File: src/hdl/rvs_pkg.sv
package rvs_pkg;

	// clocking: 20 MHz system clock, 100 kHz low-power tick
	localparam int CLK_KHZ = 20000;
	localparam int LP_KHZ  = 100;
	localparam int LP_DIV  = CLK_KHZ / LP_KHZ;
	localparam int NCH     = 4;
	localparam int CNT_W   = 4;

	// register map (byte addresses)
	localparam logic [7:0] ADDR_CTRL   = 8'h00;
	localparam logic [7:0] ADDR_THRESH = 8'h04;
	localparam logic [7:0] ADDR_STATUS = 8'h08;
	localparam logic [7:0] ADDR_IRQ    = 8'h0c;
	localparam logic [7:0] ADDR_MASK   = 8'h10;
	localparam logic [7:0] ADDR_UNLOCK = 8'h14;

	// unlock key for secure writes, value arbitrary
	localparam logic [31:0] UNLOCK_KEY = 32'h0000_a5c3;

	// threshold register field positions
	localparam int THR_UV_LSB = 0;
	localparam int THR_OV_LSB = 8;

	// reset values
	localparam logic [3:0] MON_EN_RST = 4'hf;
	localparam logic [1:0] UV_DEBOUNCE_SELECT_RST  = 2'h2;
	localparam logic [1:0] OV_DEBOUNCE_SELECT_RST  = 2'h0;
	localparam logic [1:0] TH_RST     = 2'h0;

	// threshold percentages of nominal voltage
	localparam logic [7:0] UV_PCT0 = 8'd95;
	localparam logic [7:0] UV_PCT1 = 8'd93;
	localparam logic [7:0] UV_PCT2 = 8'd91;
	localparam logic [7:0] UV_PCT3 = 8'd89;
	localparam logic [7:0] OV_PCT0 = 8'd105;
	localparam logic [7:0] OV_PCT1 = 8'd107;
	localparam logic [7:0] OV_PCT2 = 8'd109;
	localparam logic [7:0] OV_PCT3 = 8'd111;

	// debounce and settling times in microseconds
	localparam int UV_DB0_US = 5;
	localparam int UV_DB1_US = 15;
	localparam int UV_DB2_US = 30;
	localparam int UV_DB3_US = 40;
	localparam int OV_DB0_US = 30;
	localparam int OV_DB1_US = 50;
	localparam int OV_DB2_US = 80;
	localparam int OV_DB3_US = 125;
	localparam int SETTLE_MAX_US = 30;

	// least time: round up to whole ticks, at least one
	function automatic logic [CNT_W-1:0] ticks_up(input int us);
		int t;
		t = (us * LP_KHZ + 999) / 1000;
		return CNT_W'((t < 1) ? 1 : t);
	endfunction

	// longest time: round down, at least one
	function automatic logic [CNT_W-1:0] ticks_down(input int us);
		int t;
		t = (us * LP_KHZ) / 1000;
		return CNT_W'((t < 1) ? 1 : t);
	endfunction

	localparam logic [CNT_W-1:0] SETTLE_TICKS = ticks_down(SETTLE_MAX_US);

	typedef struct packed {
		logic       secure_en;
		logic [1:0] ov_debounce_select;
		logic [1:0] uv_debounce_select;
		logic [3:0] channel_monitor_enable;
	} rvs_ctrl_type;

	typedef struct packed {
		logic [3:0] ov;
		logic [3:0] uv;
	} rvs_flags_type;

	typedef enum logic [2:0] {
		CH_OFF    = 3'b001,
		CH_SETTLE = 3'b010,
		CH_ACTIVE = 3'b100
	} rvs_chan_state_type;

endpackage

File: src/hdl/rvs_channel.sv
`timescale 1ns/1ps
module rvs_channel (
	input  wire logic                          clk,
	input  wire logic                          rst_n,
	input  wire logic                          tick,
	input  wire logic                          monitor_enable,
	input  wire logic                          reg_on,
	input  wire logic                          in_regulation,
	input  wire logic [1:0]                    cmp,
	input  wire logic [1:0][rvs_pkg::CNT_W-1:0] win,
	output logic [1:0]                         status,
	output logic [1:0]                         evt,
	output logic                               valid
);
	// index 0 is undervoltage, index 1 is overvoltage
	rvs_pkg::rvs_chan_state_type      st_q, st_d;
	logic [rvs_pkg::CNT_W-1:0]        settle_q, settle_d;
	logic [1:0][rvs_pkg::CNT_W-1:0]   cnt_q, cnt_d;
	logic [1:0]                       status_d, evt_d;
	logic                             reg_on_q, masked_q, masked_d, active;

	always_comb begin
		st_d     = st_q;
		settle_d = settle_q;
		masked_d = masked_q;
		// blank detection from turn-on until regulation reached
		if (!reg_on)
			masked_d = 1'b1;
		else if (reg_on && !reg_on_q)
			masked_d = 1'b1;
		else if (in_regulation)
			masked_d = 1'b0;
		case (st_q)
			rvs_pkg::CH_OFF: begin
				settle_d = '0;
				if (monitor_enable)
					st_d = rvs_pkg::CH_SETTLE;
			end
			rvs_pkg::CH_SETTLE: begin
				if (!monitor_enable) begin
					st_d = rvs_pkg::CH_OFF;
				end else if (tick) begin
					if (settle_q == rvs_pkg::SETTLE_TICKS - 1'b1)
						st_d = rvs_pkg::CH_ACTIVE;
					else
						settle_d = settle_q + 1'b1;
				end
			end
			rvs_pkg::CH_ACTIVE: begin
				if (!monitor_enable)
					st_d = rvs_pkg::CH_OFF;
			end
			default: st_d = rvs_pkg::CH_OFF;
		endcase
		active = (st_q == rvs_pkg::CH_ACTIVE) && !masked_q && monitor_enable;
		for (int i = 0; i < 2; i++) begin
			cnt_d[i]    = cnt_q[i];
			status_d[i] = status[i];
			if (!active) begin
				cnt_d[i]    = '0;
				status_d[i] = 1'b0;
			end else if (!cmp[i]) begin
				cnt_d[i]    = '0;
				status_d[i] = 1'b0;
			end else if (!status[i] && tick) begin
				// first tick may be partial, so one extra tick keeps the full window
				if (cnt_q[i] >= win[i])
					status_d[i] = 1'b1;
				else
					cnt_d[i] = cnt_q[i] + 1'b1;
			end
			evt_d[i] = status_d[i] & ~status[i];
		end
	end

	always_ff @(posedge clk or negedge rst_n) begin
		if (!rst_n) begin
			st_q     <= rvs_pkg::CH_OFF;
			settle_q <= '0;
			cnt_q    <= '0;
			status   <= '0;
			evt      <= '0;
			valid    <= 1'b0;
			reg_on_q <= 1'b0;
			masked_q <= 1'b1;
		end else begin
			st_q     <= st_d;
			settle_q <= settle_d;
			cnt_q    <= cnt_d;
			status   <= status_d;
			evt      <= evt_d;
			valid    <= (st_d == rvs_pkg::CH_ACTIVE);
			reg_on_q <= reg_on;
			masked_q <= masked_d;
		end
	end

endmodule // rvs_channel

File: src/hdl/rvs_supervisor.sv
// Behaviour
// - undervoltage code 00/01/10/11 selects 95/93/91/89 percent of nominal
// - overvoltage code 00/01/10/11 selects 105/107/109/111 percent of nominal
// - undervoltage debounce code selects 5, 15, 30 or 40 us
// - undervoltage debounce field resets to 10, the 30 us window
// - shared overvoltage debounce code selects 30, 50, 80 or 125 us
// - overvoltage debounce field resets to 00, the 30 us window
// - per-channel monitor enable bit, 1 enables, 0 disables monitoring
// - every monitor enable bit comes up as 1
// - with secure enable set, monitor enables change only through a secure write
// - detection masked after regulator turn-on until regulation is reached
// - disabled monitor forces its under and overvoltage status to 0
// - settling and debounce timers run on a 100 kHz tick, registers on the 20 MHz system clock
// - four channels, each with independent under and overvoltage supervision
// - result valid only after settling of at most 30 us after enable
`timescale 1ns/1ps
module rvs_supervisor (
	input  wire logic        clk,
	input  wire logic        resetn,
	input  wire logic [7:0]  addr,
	input  wire logic [31:0] wdata,
	input  wire logic        wr_en,
	input  wire logic        rd_en,
	output logic [31:0]      rdata,
	input  wire logic [3:0]  reg_on,
	input  wire logic [3:0]  in_regulation,
	input  wire logic [3:0]  uv_cmp,
	input  wire logic [3:0]  ov_cmp,
	output logic [3:0]       monitor_enable,
	output logic [3:0][7:0]  uv_threshold_pct,
	output logic [3:0][7:0]  ov_threshold_pct,
	output logic [3:0]       undervoltage_status,
	output logic [3:0]       overvoltage_status,
	output logic             irq
);
	// reset release through two flops
	logic rst_meta_q, rst_n_q;

	always_ff @(posedge clk or negedge resetn) begin
		if (!resetn) begin
			rst_meta_q <= 1'b0;
			rst_n_q    <= 1'b0;
		end else begin
			rst_meta_q <= 1'b1;
			rst_n_q    <= rst_meta_q;
		end
	end

	// 100 kHz tick divider
	logic [7:0] div_q, div_d;
	logic       tick_q, tick_d;

	always_comb begin
		if (div_q == 8'(rvs_pkg::LP_DIV - 1)) begin
			div_d  = '0;
			tick_d = 1'b1;
		end else begin
			div_d  = div_q + 1'b1;
			tick_d = 1'b0;
		end
	end

	always_ff @(posedge clk or negedge rst_n_q) begin
		if (!rst_n_q) begin
			div_q  <= '0;
			tick_q <= 1'b0;
		end else begin
			div_q  <= div_d;
			tick_q <= tick_d;
		end
	end

	// register file
	rvs_pkg::rvs_ctrl_type  ctrl_q, ctrl_d;
	logic [3:0][1:0]        uv_th_q, uv_th_d, ov_th_q, ov_th_d;
	rvs_pkg::rvs_flags_type irq_st_q, irq_st_d, irq_mask_q, irq_mask_d;
	logic                   unlock_q, unlock_d;
	logic [31:0]            rdata_d;
	logic                   irq_d;
	rvs_pkg::rvs_flags_type evt, live;
	logic [3:0]             valid;
	rvs_pkg::rvs_ctrl_type  wr_ctrl;

	always_comb begin
		wr_ctrl    = rvs_pkg::rvs_ctrl_type'(wdata[$bits(rvs_pkg::rvs_ctrl_type)-1:0]);
		ctrl_d     = ctrl_q;
		uv_th_d    = uv_th_q;
		ov_th_d    = ov_th_q;
		irq_mask_d = irq_mask_q;
		unlock_d   = unlock_q;
		irq_st_d   = irq_st_q;
		rdata_d    = '0;
		if (wr_en) begin
			unlock_d = 1'b0;
			case (addr)
				rvs_pkg::ADDR_CTRL: begin
					ctrl_d.secure_en          = wr_ctrl.secure_en;
					ctrl_d.uv_debounce_select = wr_ctrl.uv_debounce_select;
					ctrl_d.ov_debounce_select = wr_ctrl.ov_debounce_select;
					if (!ctrl_q.secure_en || unlock_q)
						ctrl_d.channel_monitor_enable = wr_ctrl.channel_monitor_enable;
				end
				rvs_pkg::ADDR_THRESH: begin
					for (int c = 0; c < rvs_pkg::NCH; c++) begin
						uv_th_d[c] = wdata[rvs_pkg::THR_UV_LSB + 2*c +: 2];
						ov_th_d[c] = wdata[rvs_pkg::THR_OV_LSB + 2*c +: 2];
					end
				end
				rvs_pkg::ADDR_MASK:   irq_mask_d = rvs_pkg::rvs_flags_type'(wdata[7:0]);
				rvs_pkg::ADDR_UNLOCK: unlock_d = (wdata == rvs_pkg::UNLOCK_KEY);
				default: ;
			endcase
		end
		if (rd_en) begin
			case (addr)
				rvs_pkg::ADDR_CTRL:   rdata_d = 32'(ctrl_q);
				rvs_pkg::ADDR_THRESH: begin
					for (int c = 0; c < rvs_pkg::NCH; c++) begin
						rdata_d[rvs_pkg::THR_UV_LSB + 2*c +: 2] = uv_th_q[c];
						rdata_d[rvs_pkg::THR_OV_LSB + 2*c +: 2] = ov_th_q[c];
					end
				end
				rvs_pkg::ADDR_STATUS: rdata_d = 32'({valid, live});
				rvs_pkg::ADDR_IRQ: begin
					rdata_d  = 32'(irq_st_q);
					irq_st_d = '0;
				end
				rvs_pkg::ADDR_MASK:   rdata_d = 32'(irq_mask_q);
				rvs_pkg::ADDR_UNLOCK: rdata_d = 32'(unlock_q);
				default: rdata_d = '0;
			endcase
		end
		// a new event wins over the read clear
		irq_st_d = irq_st_d | evt;
		irq_d    = |(irq_st_d & irq_mask_d);
	end

	always_ff @(posedge clk or negedge rst_n_q) begin
		if (!rst_n_q) begin
			ctrl_q.secure_en              <= 1'b0;
			ctrl_q.uv_debounce_select     <= rvs_pkg::UV_DEBOUNCE_SELECT_RST;
			ctrl_q.ov_debounce_select     <= rvs_pkg::OV_DEBOUNCE_SELECT_RST;
			ctrl_q.channel_monitor_enable <= rvs_pkg::MON_EN_RST;
			uv_th_q    <= {rvs_pkg::NCH{rvs_pkg::TH_RST}};
			ov_th_q    <= {rvs_pkg::NCH{rvs_pkg::TH_RST}};
			irq_st_q   <= '0;
			irq_mask_q <= '0;
			unlock_q   <= 1'b0;
			rdata      <= '0;
			irq        <= 1'b0;
		end else begin
			ctrl_q     <= ctrl_d;
			uv_th_q    <= uv_th_d;
			ov_th_q    <= ov_th_d;
			irq_st_q   <= irq_st_d;
			irq_mask_q <= irq_mask_d;
			unlock_q   <= unlock_d;
			rdata      <= rdata_d;
			irq        <= irq_d;
		end
	end

	// debounce window lookup
	logic [rvs_pkg::CNT_W-1:0] uv_win, ov_win;

	always_comb begin
		case (ctrl_q.uv_debounce_select)
			2'h0:    uv_win = rvs_pkg::ticks_up(rvs_pkg::UV_DB0_US);
			2'h1:    uv_win = rvs_pkg::ticks_up(rvs_pkg::UV_DB1_US);
			2'h2:    uv_win = rvs_pkg::ticks_up(rvs_pkg::UV_DB2_US);
			default: uv_win = rvs_pkg::ticks_up(rvs_pkg::UV_DB3_US);
		endcase
		case (ctrl_q.ov_debounce_select)
			2'h0:    ov_win = rvs_pkg::ticks_up(rvs_pkg::OV_DB0_US);
			2'h1:    ov_win = rvs_pkg::ticks_up(rvs_pkg::OV_DB1_US);
			2'h2:    ov_win = rvs_pkg::ticks_up(rvs_pkg::OV_DB2_US);
			default: ov_win = rvs_pkg::ticks_up(rvs_pkg::OV_DB3_US);
		endcase
	end

	// threshold and enable outputs toward the comparators
	logic [3:0][7:0] uv_pct_d, ov_pct_d;

	always_comb begin
		for (int c = 0; c < rvs_pkg::NCH; c++) begin
			case (uv_th_q[c])
				2'h0:    uv_pct_d[c] = rvs_pkg::UV_PCT0;
				2'h1:    uv_pct_d[c] = rvs_pkg::UV_PCT1;
				2'h2:    uv_pct_d[c] = rvs_pkg::UV_PCT2;
				default: uv_pct_d[c] = rvs_pkg::UV_PCT3;
			endcase
			case (ov_th_q[c])
				2'h0:    ov_pct_d[c] = rvs_pkg::OV_PCT0;
				2'h1:    ov_pct_d[c] = rvs_pkg::OV_PCT1;
				2'h2:    ov_pct_d[c] = rvs_pkg::OV_PCT2;
				default: ov_pct_d[c] = rvs_pkg::OV_PCT3;
			endcase
		end
	end

	always_ff @(posedge clk or negedge rst_n_q) begin
		if (!rst_n_q) begin
			uv_threshold_pct <= {rvs_pkg::NCH{rvs_pkg::UV_PCT0}};
			ov_threshold_pct <= {rvs_pkg::NCH{rvs_pkg::OV_PCT0}};
			monitor_enable   <= rvs_pkg::MON_EN_RST;
		end else begin
			uv_threshold_pct <= uv_pct_d;
			ov_threshold_pct <= ov_pct_d;
			monitor_enable   <= ctrl_q.channel_monitor_enable;
		end
	end

	// one supervisor per regulator
	genvar g;
	generate
		for (g = 0; g < rvs_pkg::NCH; g++) begin : gen_chan
			logic [1:0] st, ev;

			rvs_channel u_chan (
				.clk            (clk),
				.rst_n          (rst_n_q),
				.tick           (tick_q),
				.monitor_enable (ctrl_q.channel_monitor_enable[g]),
				.reg_on         (reg_on[g]),
				.in_regulation  (in_regulation[g]),
				.cmp            ({ov_cmp[g], uv_cmp[g]}),
				.win            ({ov_win, uv_win}),
				.status         (st),
				.evt            (ev),
				.valid          (valid[g])
			);
			assign undervoltage_status[g] = st[0];
			assign overvoltage_status[g]  = st[1];
			assign live.uv[g]             = st[0];
			assign live.ov[g]             = st[1];
			assign evt.uv[g]              = ev[0];
			assign evt.ov[g]              = ev[1];
		end
	endgenerate

endmodule // rvs_supervisor

File: config.mk
export PLATFORM = sky130hd
export DESIGN_NAME = rvs_supervisor
export DESIGN_NICKNAME = d
export VERILOG_FILES = /design/src/hdl/rvs_pkg.sv /design/src/hdl/rvs_channel.sv /design/src/hdl/rvs_supervisor.sv
export SDC_FILE = /design/constraint.sdc
export NUM_CORES = 1
export LEC_CHECK = 0
export ABC_CLOCK_PERIOD_IN_PS = 6420
export BUFFER_PORTS_ARGS = -buffer_cell sky130_fd_sc_hd__buf_2
export CAP_MARGIN = 20
export CORE_MARGIN = 1
export CORE_UTILIZATION = 35
export CTS_CLUSTER_DIAMETER = 80
export CTS_CLUSTER_SIZE = 12
export DETAILED_ROUTE_END_ITERATION = 12
export RECOVER_POWER = 100
export SLEW_MARGIN = 20
export SYNTH_ARGS = -nofsm -noshare
export SYNTH_HDL_FRONTEND = slang
export SYNTH_SLANG_ARGS = --single-unit
File: constraint.sdc
create_clock -name clk -period 6.42 [get_ports clk]
set_input_delay 1.284 -clock clk [delete_from_list [all_inputs] [get_ports clk]]
set_output_delay 1.284 -clock clk [all_outputs]
set_load 0.05 [all_outputs]
# Word-level counts from Yosys, hierarchy flattened
# Cells that the tools add are included.
totals:
  in_bits: 60
  ff_bits: 241
  out_inout_bits: 109
classes:
  order_cmp: 8
  n_reduce_logical: 69
  bitwise_logic: 18
  eq_ne: 79
  muxes: 135
  n_addsub: 13
op_table:
  columns: ["operator", "count"]
  rows:
  - ["$mux 4", 44]
  - ["$pmux 3 s3", 13]
  - ["$pmux 16 s6", 1]
  - ["$mux 3", 20]
  - ["$add 4x1->4 const B", 12]
  - ["$ne 3x3->1 const B", 16]
  - ["$mux 1", 46]
  - ["$mux 8", 5]
  - ["$eq 32x16->1 const B", 1]
  - ["$pmux 4 s2", 4]
  - ["$eq 3x3->1 const B", 8]
  - ["$ne 2x2->1 const B", 12]
  - ["$eq 2x1->1 const B", 10]
  - ["$eq 2x2->1 const B", 10]
  - ["$logic_and 1x1->1", 20]
  - ["$logic_not 2->1", 10]
  - ["$reduce_and 2->1", 10]
  - ["$logic_not 1->1", 17]
  - ["$eq 4x2->1 const B", 4]
  - ["$eq 8x4->1 const B", 2]
  - ["$eq 8x5->1 const B", 2]
  - ["$ge 4x3->1", 4]
  - ["$ge 4x4->1", 4]
  - ["$mux 16", 1]
  - ["other kinds (17)", 46]

# Logic depth before layout (Yosys ltp)
# Gate-level depths: netlist of run 1.
logic_depth:
  depth_word: 8
  depth_mapped: 11
  mapped_depth_nobuf: 11

# Cells and area by module
# From an unflattened synthesis of run 1, not the netlist that was laid out.
hier_totals:
  hier_cells: 852
  hier_area_um2: 9292.7
by_module_without_submodules:
  columns: ["module", "cells_per_inst", "n_inst", "seq_area_each_um2", "area_per_inst_um2"]
  rows:
  - ["rvs_channel", 130, 4, 553.0, 1283.7]
  - ["rvs_supervisor", 332, 1, 2273.4, 4157.7]

# Worst setup path after synthesis of run 1
# OpenSTA, ideal clock, no wires.
synth_path:
  path_kind: "in2reg"
  start: "input addr[5]"
  end: "register irq"
  cell_stages: 6
  arrival_ps: 2799
  setup_time_ps: 133
  setup_slack_ps: 3488
  path_cell_list: "or4b_4 > nor3_4 > nand2_4 > mux2_1 > a22oi_2 > nand4_1"
synth_rtl:
  columns: ["item", "line_no", "text"]
  rows:
  - ["start, declared", "rvs_supervisor.sv:20", "input wire logic [7:0] addr,"]
  - ["end signal, assigned", "rvs_supervisor.sv:159", "irq <= irq_d;"]
  - ["end, declared", "rvs_supervisor.sv:34", "output logic irq"]

==> results of run 1 <==
-- registers in the layout, summed over array words and instances (netlist names), 9 cells and up --
signal / cells
ctrl_q: 9
gen_chan.u_chan.cnt_q: 32
gen_chan.u_chan.settle_q: 16
gen_chan.u_chan.st_q: 12
rdata: 16
-- report_power, final --
| part | total [mW] | switching (mW) | internal (mW) |
|---|---|---|---|
| Sequential | 1.17 | 0.0263 | 1.15 |
| Combinational | 0.208 | 0.162 | 0.0457 |
| Clock | 1.04 | 0.510 | 0.530 |
| Total | 2.42 | 0.698 | 1.72 |
-- per-layer routing --
layer | up-vias | wire (um) | global-route usage [%]
met4 | 0 | 248 | 5.11
met3 | 18 | 875 | 3.32
li1 | 2805 | - | -
met2 | 137 | 9120 | 24.9
met1 | 2763 | 8390 | 19.4
met5 | - | 0 | 0
-- per-stage QoR --
stage / instance area, um^2 / hold slack [ns] / util [%] / std cells
after global placement: 9310 / 0.334 / 38.2 / 1186
final: 9770 / 0.350 / 40.1 / 1219
after global routing: 9770 / 0.356 / 40.0 / 1218
after CTS: 9920 / 0.353 / 40.7 / 1218
after floorplan: 8940 / 0.331 / - / 841
after detailed placement: 9310 / 0.338 / 38.2 / 1186
-- area by class of cell --
cell class	count	area share, %
antenna	1	0.0256
clock buffer	17	4.35
clock inverter	15	1.82
inverter	39	1.50
multi-input combinational	539	37.4
sequential	178	45.9
tap	324	4.15
timing repair buffer	106	4.83
-- cells in the mapped netlist (5+ instances only) --
cell and instances:
nor2_1 68, inv_1 39, a22oi_1 12, o21ai_0 20
dfstp_2 25, nor2b_1 6, nand4_1 8, o211ai_1 9
or3_1 9, nand3_1 6, and4b_1 5, nor3_1 13
a211o_1 8, nor4_1 6, nand2b_1 24, a21oi_1 37
a222oi_1 8, and3_1 8, dfrtp_1 153, ha_1 48
mux2_2 32, buf_4 64, clkbuf_1 17, nor3b_1 11
nand2_1 37, xnor2_1 10, xor2_1 15, and3b_1 6
a21o_1 16, mux2i_1 9
-- logic make-up (layout without fill, tap and decap cells) --
group | Yosys count | count (layout)
flip-flops | 178 | 178
AO/OA/AOI/OAI | 133 | 133
AND/OR/NAND/NOR | 221 | 221
adder cells (fa/ha/maj) | 48 | 48
other | 2 | 66
multiplexers | 47 | 47
XOR/XNOR | 25 | 25
buffers and inverters | 124 | 177
-- worst min-delay path by stage --
stage	start	endpoint	slack, ns
2_1_floorplan	rst_meta_q	rst_n_q	0.33
3_3_place_gp	rst_meta_q	rst_n_q	0.33
3_5_place_dp	rst_meta_q	rst_n_q	0.34
4_1_cts	rst_meta_q	rst_n_q	0.35
5_1_grt	rst_meta_q	rst_n_q	0.36
6_report	rst_meta_q	rst_n_q	0.35
==> impl_metrics.py, run 1 <==
metrics = {
    "detailed_routing": {
        "viasPerCell": 4.69,
        "firstDrtPassIters": 5,
        "routedWlPerCell_um": 15.3,
        "drtIter0Drc": 319,
        "via_count": 5723,
        "routed_wl_um": 18600,
        "ant_nets": 0,
        "drc": 0,
    },
    "critical_path": {
        "critPathMaxStageDelay_ns": 2.27,
        "critical_path_buf_inv_count": 1,
        "worstSetupPathType": "register to asynchronous set/reset pin",
        "worstSetupStartpoint": "rst_n_q",
        "r2r_setup_slack_ns": 2.45,
        "crit_cells": 1,
        "r2r_start": "rst_n_q",
        "crit_end": "ov_th_q[6]",
        "crit_required_ns": 6.68,
        "timing.rr.end": "ov_th_q[6]",
        "rr_worst_depth": 1,
        "cp_top_family": "flip-flops",
        "startpoint_type": "register",
        "crit_chain": "clkbuf_2",
        "endpoint_kind": "asynchronous set/reset pin",
        "arrival_ns": 4.23,
        "crit_fanout": 73,
        "critPathSlowestCell": "dfrtp_1",
    },
    "synthesis": {
        "synth_flop_cell": "dfrtp_1",
        "synth_mux_area_share_pct": 6.12,
        "synth_xor_area_share_pct": 2.52,
        "synth_area_leaders": "dfrtp_1, dfstp_2, ha_1, buf_4, mux2_2",
        "synth-edff-count": 0,
        "synth_top_cell_by_area": "dfrtp_1",
        "synth-simple-area-share_pct": 13.8,
        "synth_seq_cells": 178,
        "ys_async_sr_fraction_pct": 100,
        "synthDistinctLibCells": 53,
        "synth_fa_ha_area_share_pct": 6.90,
        "synthCells": 778,
        "netlist.area_leader.share_pct": 44.0,
        "synth_compound_area_share_pct": 10.8,
        "ys_seq_area_share_pct": 51.5,
        "yosysWarnings": 0,
        "syn_area_per_cell_um2": 11.2,
        "synth_top_family_by_area": "simple AND/OR/NAND/NOR gates",
        "syn_area_mm2": 0.00871,
    },
    "floorplanning": {
        "die_w_um": 160,
        "start_util_pct": 35.7,
        "core_mm2": 0.0244,
        "die_area_mm2": 0.0255,
        "rows": 57,
        "io_pins": 169,
        "die-height_um": 160,
    },
    "clock_network": {
        "hold_buffers": 0,
        "cts_sinks": 178,
        "cts_resized": 0,
        "cts-htree-levels": 4,
        "root_buffer": "clkbuf_16",
        "clkTransAtPathRegs_ns": 0.07,
        "clk_latency_ns": 0.44,
        "cts_tree": "built",
        "clockBufferDepth": 2,
        "cts_buffers": 17,
        "cts_setup_buffers": 0,
    },
    "sta": {
        "fin_skew_ns": 0.0118,
        "slew_viol_final": 153,
        "fin_setup_tns_ns": 0,
        "fin_crit_sh_pct": 61.8,
        "setup_viol": 0,
        "fmax_mhz": 252,
        "grt_setup_unrepaired": "no",
        "worst_slack_ns": 2.45,
        "tightest_slew_ns": 2.85,
        "fin_crit_ns": 3.97,
        "final_hold_viol_count": 0,
        "slew_headroom_pct": -89.8,
    },
    "finish": {
        "regArea_mm2": 0.00449,
        "fin_nets": 989,
        "fill_cells": 2448,
        "mostFrequentLayoutCells": "dfrtp_1, nor2_1, conb_1",
        "drive_gt1_share_pct": 15.5,
        "multi_input_area_mm2": 0.00366,
        "syn2layout_area_growth_pct": 12.2,
        "final_common_cell": "dfrtp_1",
    },
    "pwr": {
        "total_power_mw": 2.42,
        "cellLeakagePower_nw": 4.65,
        "power_density_mw_per_mm2": 248,
        "vdd_drop_max_mv": 0.181,
    },
    "placement": {
        "place_hpwl_um": 13900,
        "io_buffers": 104,
        "post-place-ws_ns": 2.78,
        "gp_congestion": 0.778,
    },
    "grt": {
        "grt_start_max_net_pins": 74,
        "gr-total-overflow": 0,
        "antenna_found_initial": 0,
        "grt_pass1_vias": 5564,
        "grt_pass1_wl_um": 29700,
        "grt_use_total_pct": 15.0,
    },
    "status": {
        "status": "finished with violations",
        "violations": "capacitance limit, slew limit",
    },
    "run": {
        "drv_cap": 3,
    },
    "min_path": {
        "hold_depth": 0,
        "hold_class": "register to register",
    },
}
(Power assumes the default switching activity.)
==> inputs of run 2 (changes only) <==
Settings changed: ABC_CLOCK_PERIOD_IN_PS 6420 to 3460.
Clock period 6.42 ns to 3.46 ns, I/O delays scaled along.
==> run 2 against run 1 <==
Compared with the run above: the flow still finishes with violations (capacitance limit, slew limit); power up 82%; critical path depth up 9; combinational power up 89%; largest power group unchanged.
==> impl_metrics.py, run 2 (same netlist as run 1, synthesis figures left out) <==
metrics = {
    "status": {
        "status": "finished with violations",
        "violations": "capacitance limit, slew limit",
    },
    "pwr": {
        "seq_power_share_pct": 49.3,
        "power_density_mw_per_mm2": 450,
        "switching_power_mw": 1.19,
        "vdd_drop_max_mv": 0.325,
        "cellLeakagePower_nw": 4.64,
        "internal_power_mw": 3.22,
        "switching_share_pct": 27.0,
        "combPwrFrac_pct": 8.9,
        "pwr-share-clk_pct": 41.8,
    },
    "finish": {
        "diodes": 0,
        "syn2layout_area_growth_pct": 12.5,
        "mostFrequentLayoutCells": "dfrtp_1, nor2_1, conb_1",
        "largest-register": "gen_chan.u_chan.cnt_q",
        "final_common_cell": "dfrtp_1",
        "fill_cells": 2441,
        "fin_nets": 994,
        "finalNonFillerCells": 1223,
        "reg_top3": "gen_chan.u_chan.cnt_q (32), gen_chan.u_chan.settle_q (16), rdata (16)",
        "largest_register_ffs": 32,
        "drive_gt1_share_pct": 16.0,
    },
    "critical_path": {
        "endpoint_kind": "register",
        "crit_fanout": 5,
        "critPathSlowestCell": "a2111oi_1",
        "arrival_ns": 3.22,
        "cp_common_cell": "nor2_1",
        "critPathMaxStageDelay_ns": 0.82,
        "crit_chain": "ha_1 > nor2_1 > nor2_1 > ha_1 > nand2b_1 > a21o_1 > a2111oi_1 > nand2_1 > xor2_1 > nor2_1",
        "startpoint_type": "register",
        "worstSetupPathType": "register to register",
        "crit_required_ns": 3.77,
    },
    "detailed_routing": {
        "drtIter0Drc": 309,
        "firstDrtPassIters": 6,
        "viasPerCell": 4.72,
        "routed_wl_um": 18800,
        "via_count": 5773,
        "ant_nets": 0,
        "routedWlPerCell_um": 15.4,
        "drc": 0,
    },
    "sta": {
        "fin_crit_sh_pct": 84.3,
        "tightest_slew_ns": 2.39,
        "fin_skew_ns": 0.0165,
        "slew_viol_final": 55,
        "final_hold_viol_count": 0,
        "grt_setup_unrepaired": "no",
        "setup_viol": 0,
        "fin_setup_tns_ns": 0,
        "slew_headroom_pct": -59.6,
        "fmax_mhz": 343,
        "fin_crit_ns": 2.92,
    },
    "clock_network": {
        "cts_setup_buffers": 0,
        "root_buffer": "clkbuf_16",
        "hold_buffers": 0,
        "clkTransAtPathRegs_ns": 0.06,
        "clk_latency_ns": 0.44,
        "cts-htree-levels": 4,
        "cts_tree": "built",
        "clockBufferDepth": 2,
        "cts_sinks": 178,
        "cts_resized": 0,
        "cts_buffers": 17,
    },
    "placement": {
        "gp_congestion": 0.793,
        "placedCellCount": 1190,
        "place_hpwl_um": 13800,
        "io_buffers": 104,
    },
    "floorplanning": {
        "core_mm2": 0.0244,
        "io_pins": 169,
        "die-height_um": 160,
        "rows": 57,
        "die_area_mm2": 0.0255,
        "die_w_um": 160,
        "start_util_pct": 35.7,
    },
    "grt": {
        "grt_pass1_vias": 5610,
        "grt_start_max_net_pins": 88,
        "grt_use_total_pct": 15.2,
        "antenna_found_initial": 0,
        "gr-total-overflow": 0,
        "grt_pass1_wl_um": 30400,
    },
    "min_path": {
        "hold_class": "input pin to asynchronous set/reset pin",
    },
    "run": {
        "drv_cap": 1,
    },
}
==> run 2: power groups by stage <==
stage | combinational [mW] | sequential, mW | clock (mW)
floorplan | 0.312 | 2.26 | 0
global placement | 0.401 | 2.22 | 0
detailed placement | 0.403 | 2.22 | 0
CTS | 0.405 | 2.18 | 1.89
global route | 0.425 | 2.18 | 1.97
finish | 0.394 | 2.17 | 1.84
==> run 2: path summary, 6_finish.rpt <==
kind | startpoint | end | slack [ns] | depth (start not counted)
max in group asynchronous | rst_n_q | monitor_enable[0] | 0.93 | 1
setup reg to reg | ctrl_q[5] | gen_chan[3].u_chan.cnt_q[2] | 0.54 | 10
hold reg to reg | rst_meta_q | rst_n_q | 0.36 | 0
min in group clk | rst_meta_q | rst_n_q | 0.36 | 0
hold / removal | resetn | rst_n_q | 0.04 | 1
setup / recovery | ctrl_q[5] | gen_chan[3].u_chan.cnt_q[2] | 0.54 | 10
==> run 2: layout make-up <==
class                   count  area, um^2  share of cell area [%]
clock buffers              19         433                    4.42
clock inverters            13         130                    1.33
inverters                  39         146                    1.49
multi-input cells         539        3670                    37.5
flip-flops and latches    178        4490                    45.8
well taps                 324         405                    4.14
repair buffers            111         518                    5.29
==> run 2: layer usage <==
layer	global-route usage, %	up-vias	wire length [um]
met4	5.03	0	305
met3	3.22	19	809
met2	24.4	145	8960
met1	20.5	2795	8720
li1	-	2814	-
met5	0	-	0
==> run 2: per-stage QoR <==
stage | hold slack [ns] | utilization (%) | setup slack [ns] | total power [mW] | instance area [um^2]
2_1_floorplan | 0.331 | - | 0.544 | 2.57 | 8940
3_3_place_gp | 0.333 | 38.4 | 0.701 | 2.62 | 9360
3_5_place_dp | 0.348 | 38.4 | 0.616 | 2.62 | 9360
4_1_cts | 0.0241 | 40.7 | 0.749 | 4.47 | 9920
5_1_grt | 0.0362 | 40.2 | 0.320 | 4.58 | 9790
6_report | 0.0439 | 40.2 | 0.543 | 4.41 | 9790
==> run 2: worst max-delay path: cells and delay by family (launching register included) <==
kind | cells | cell delay (ns)
compound gates | 2 | 1.01
xor+xnor | 1 | 0.17
fa+ha+maj | 2 | 0.44
flops | 1 | 0.57
simple gates | 5 | 0.63
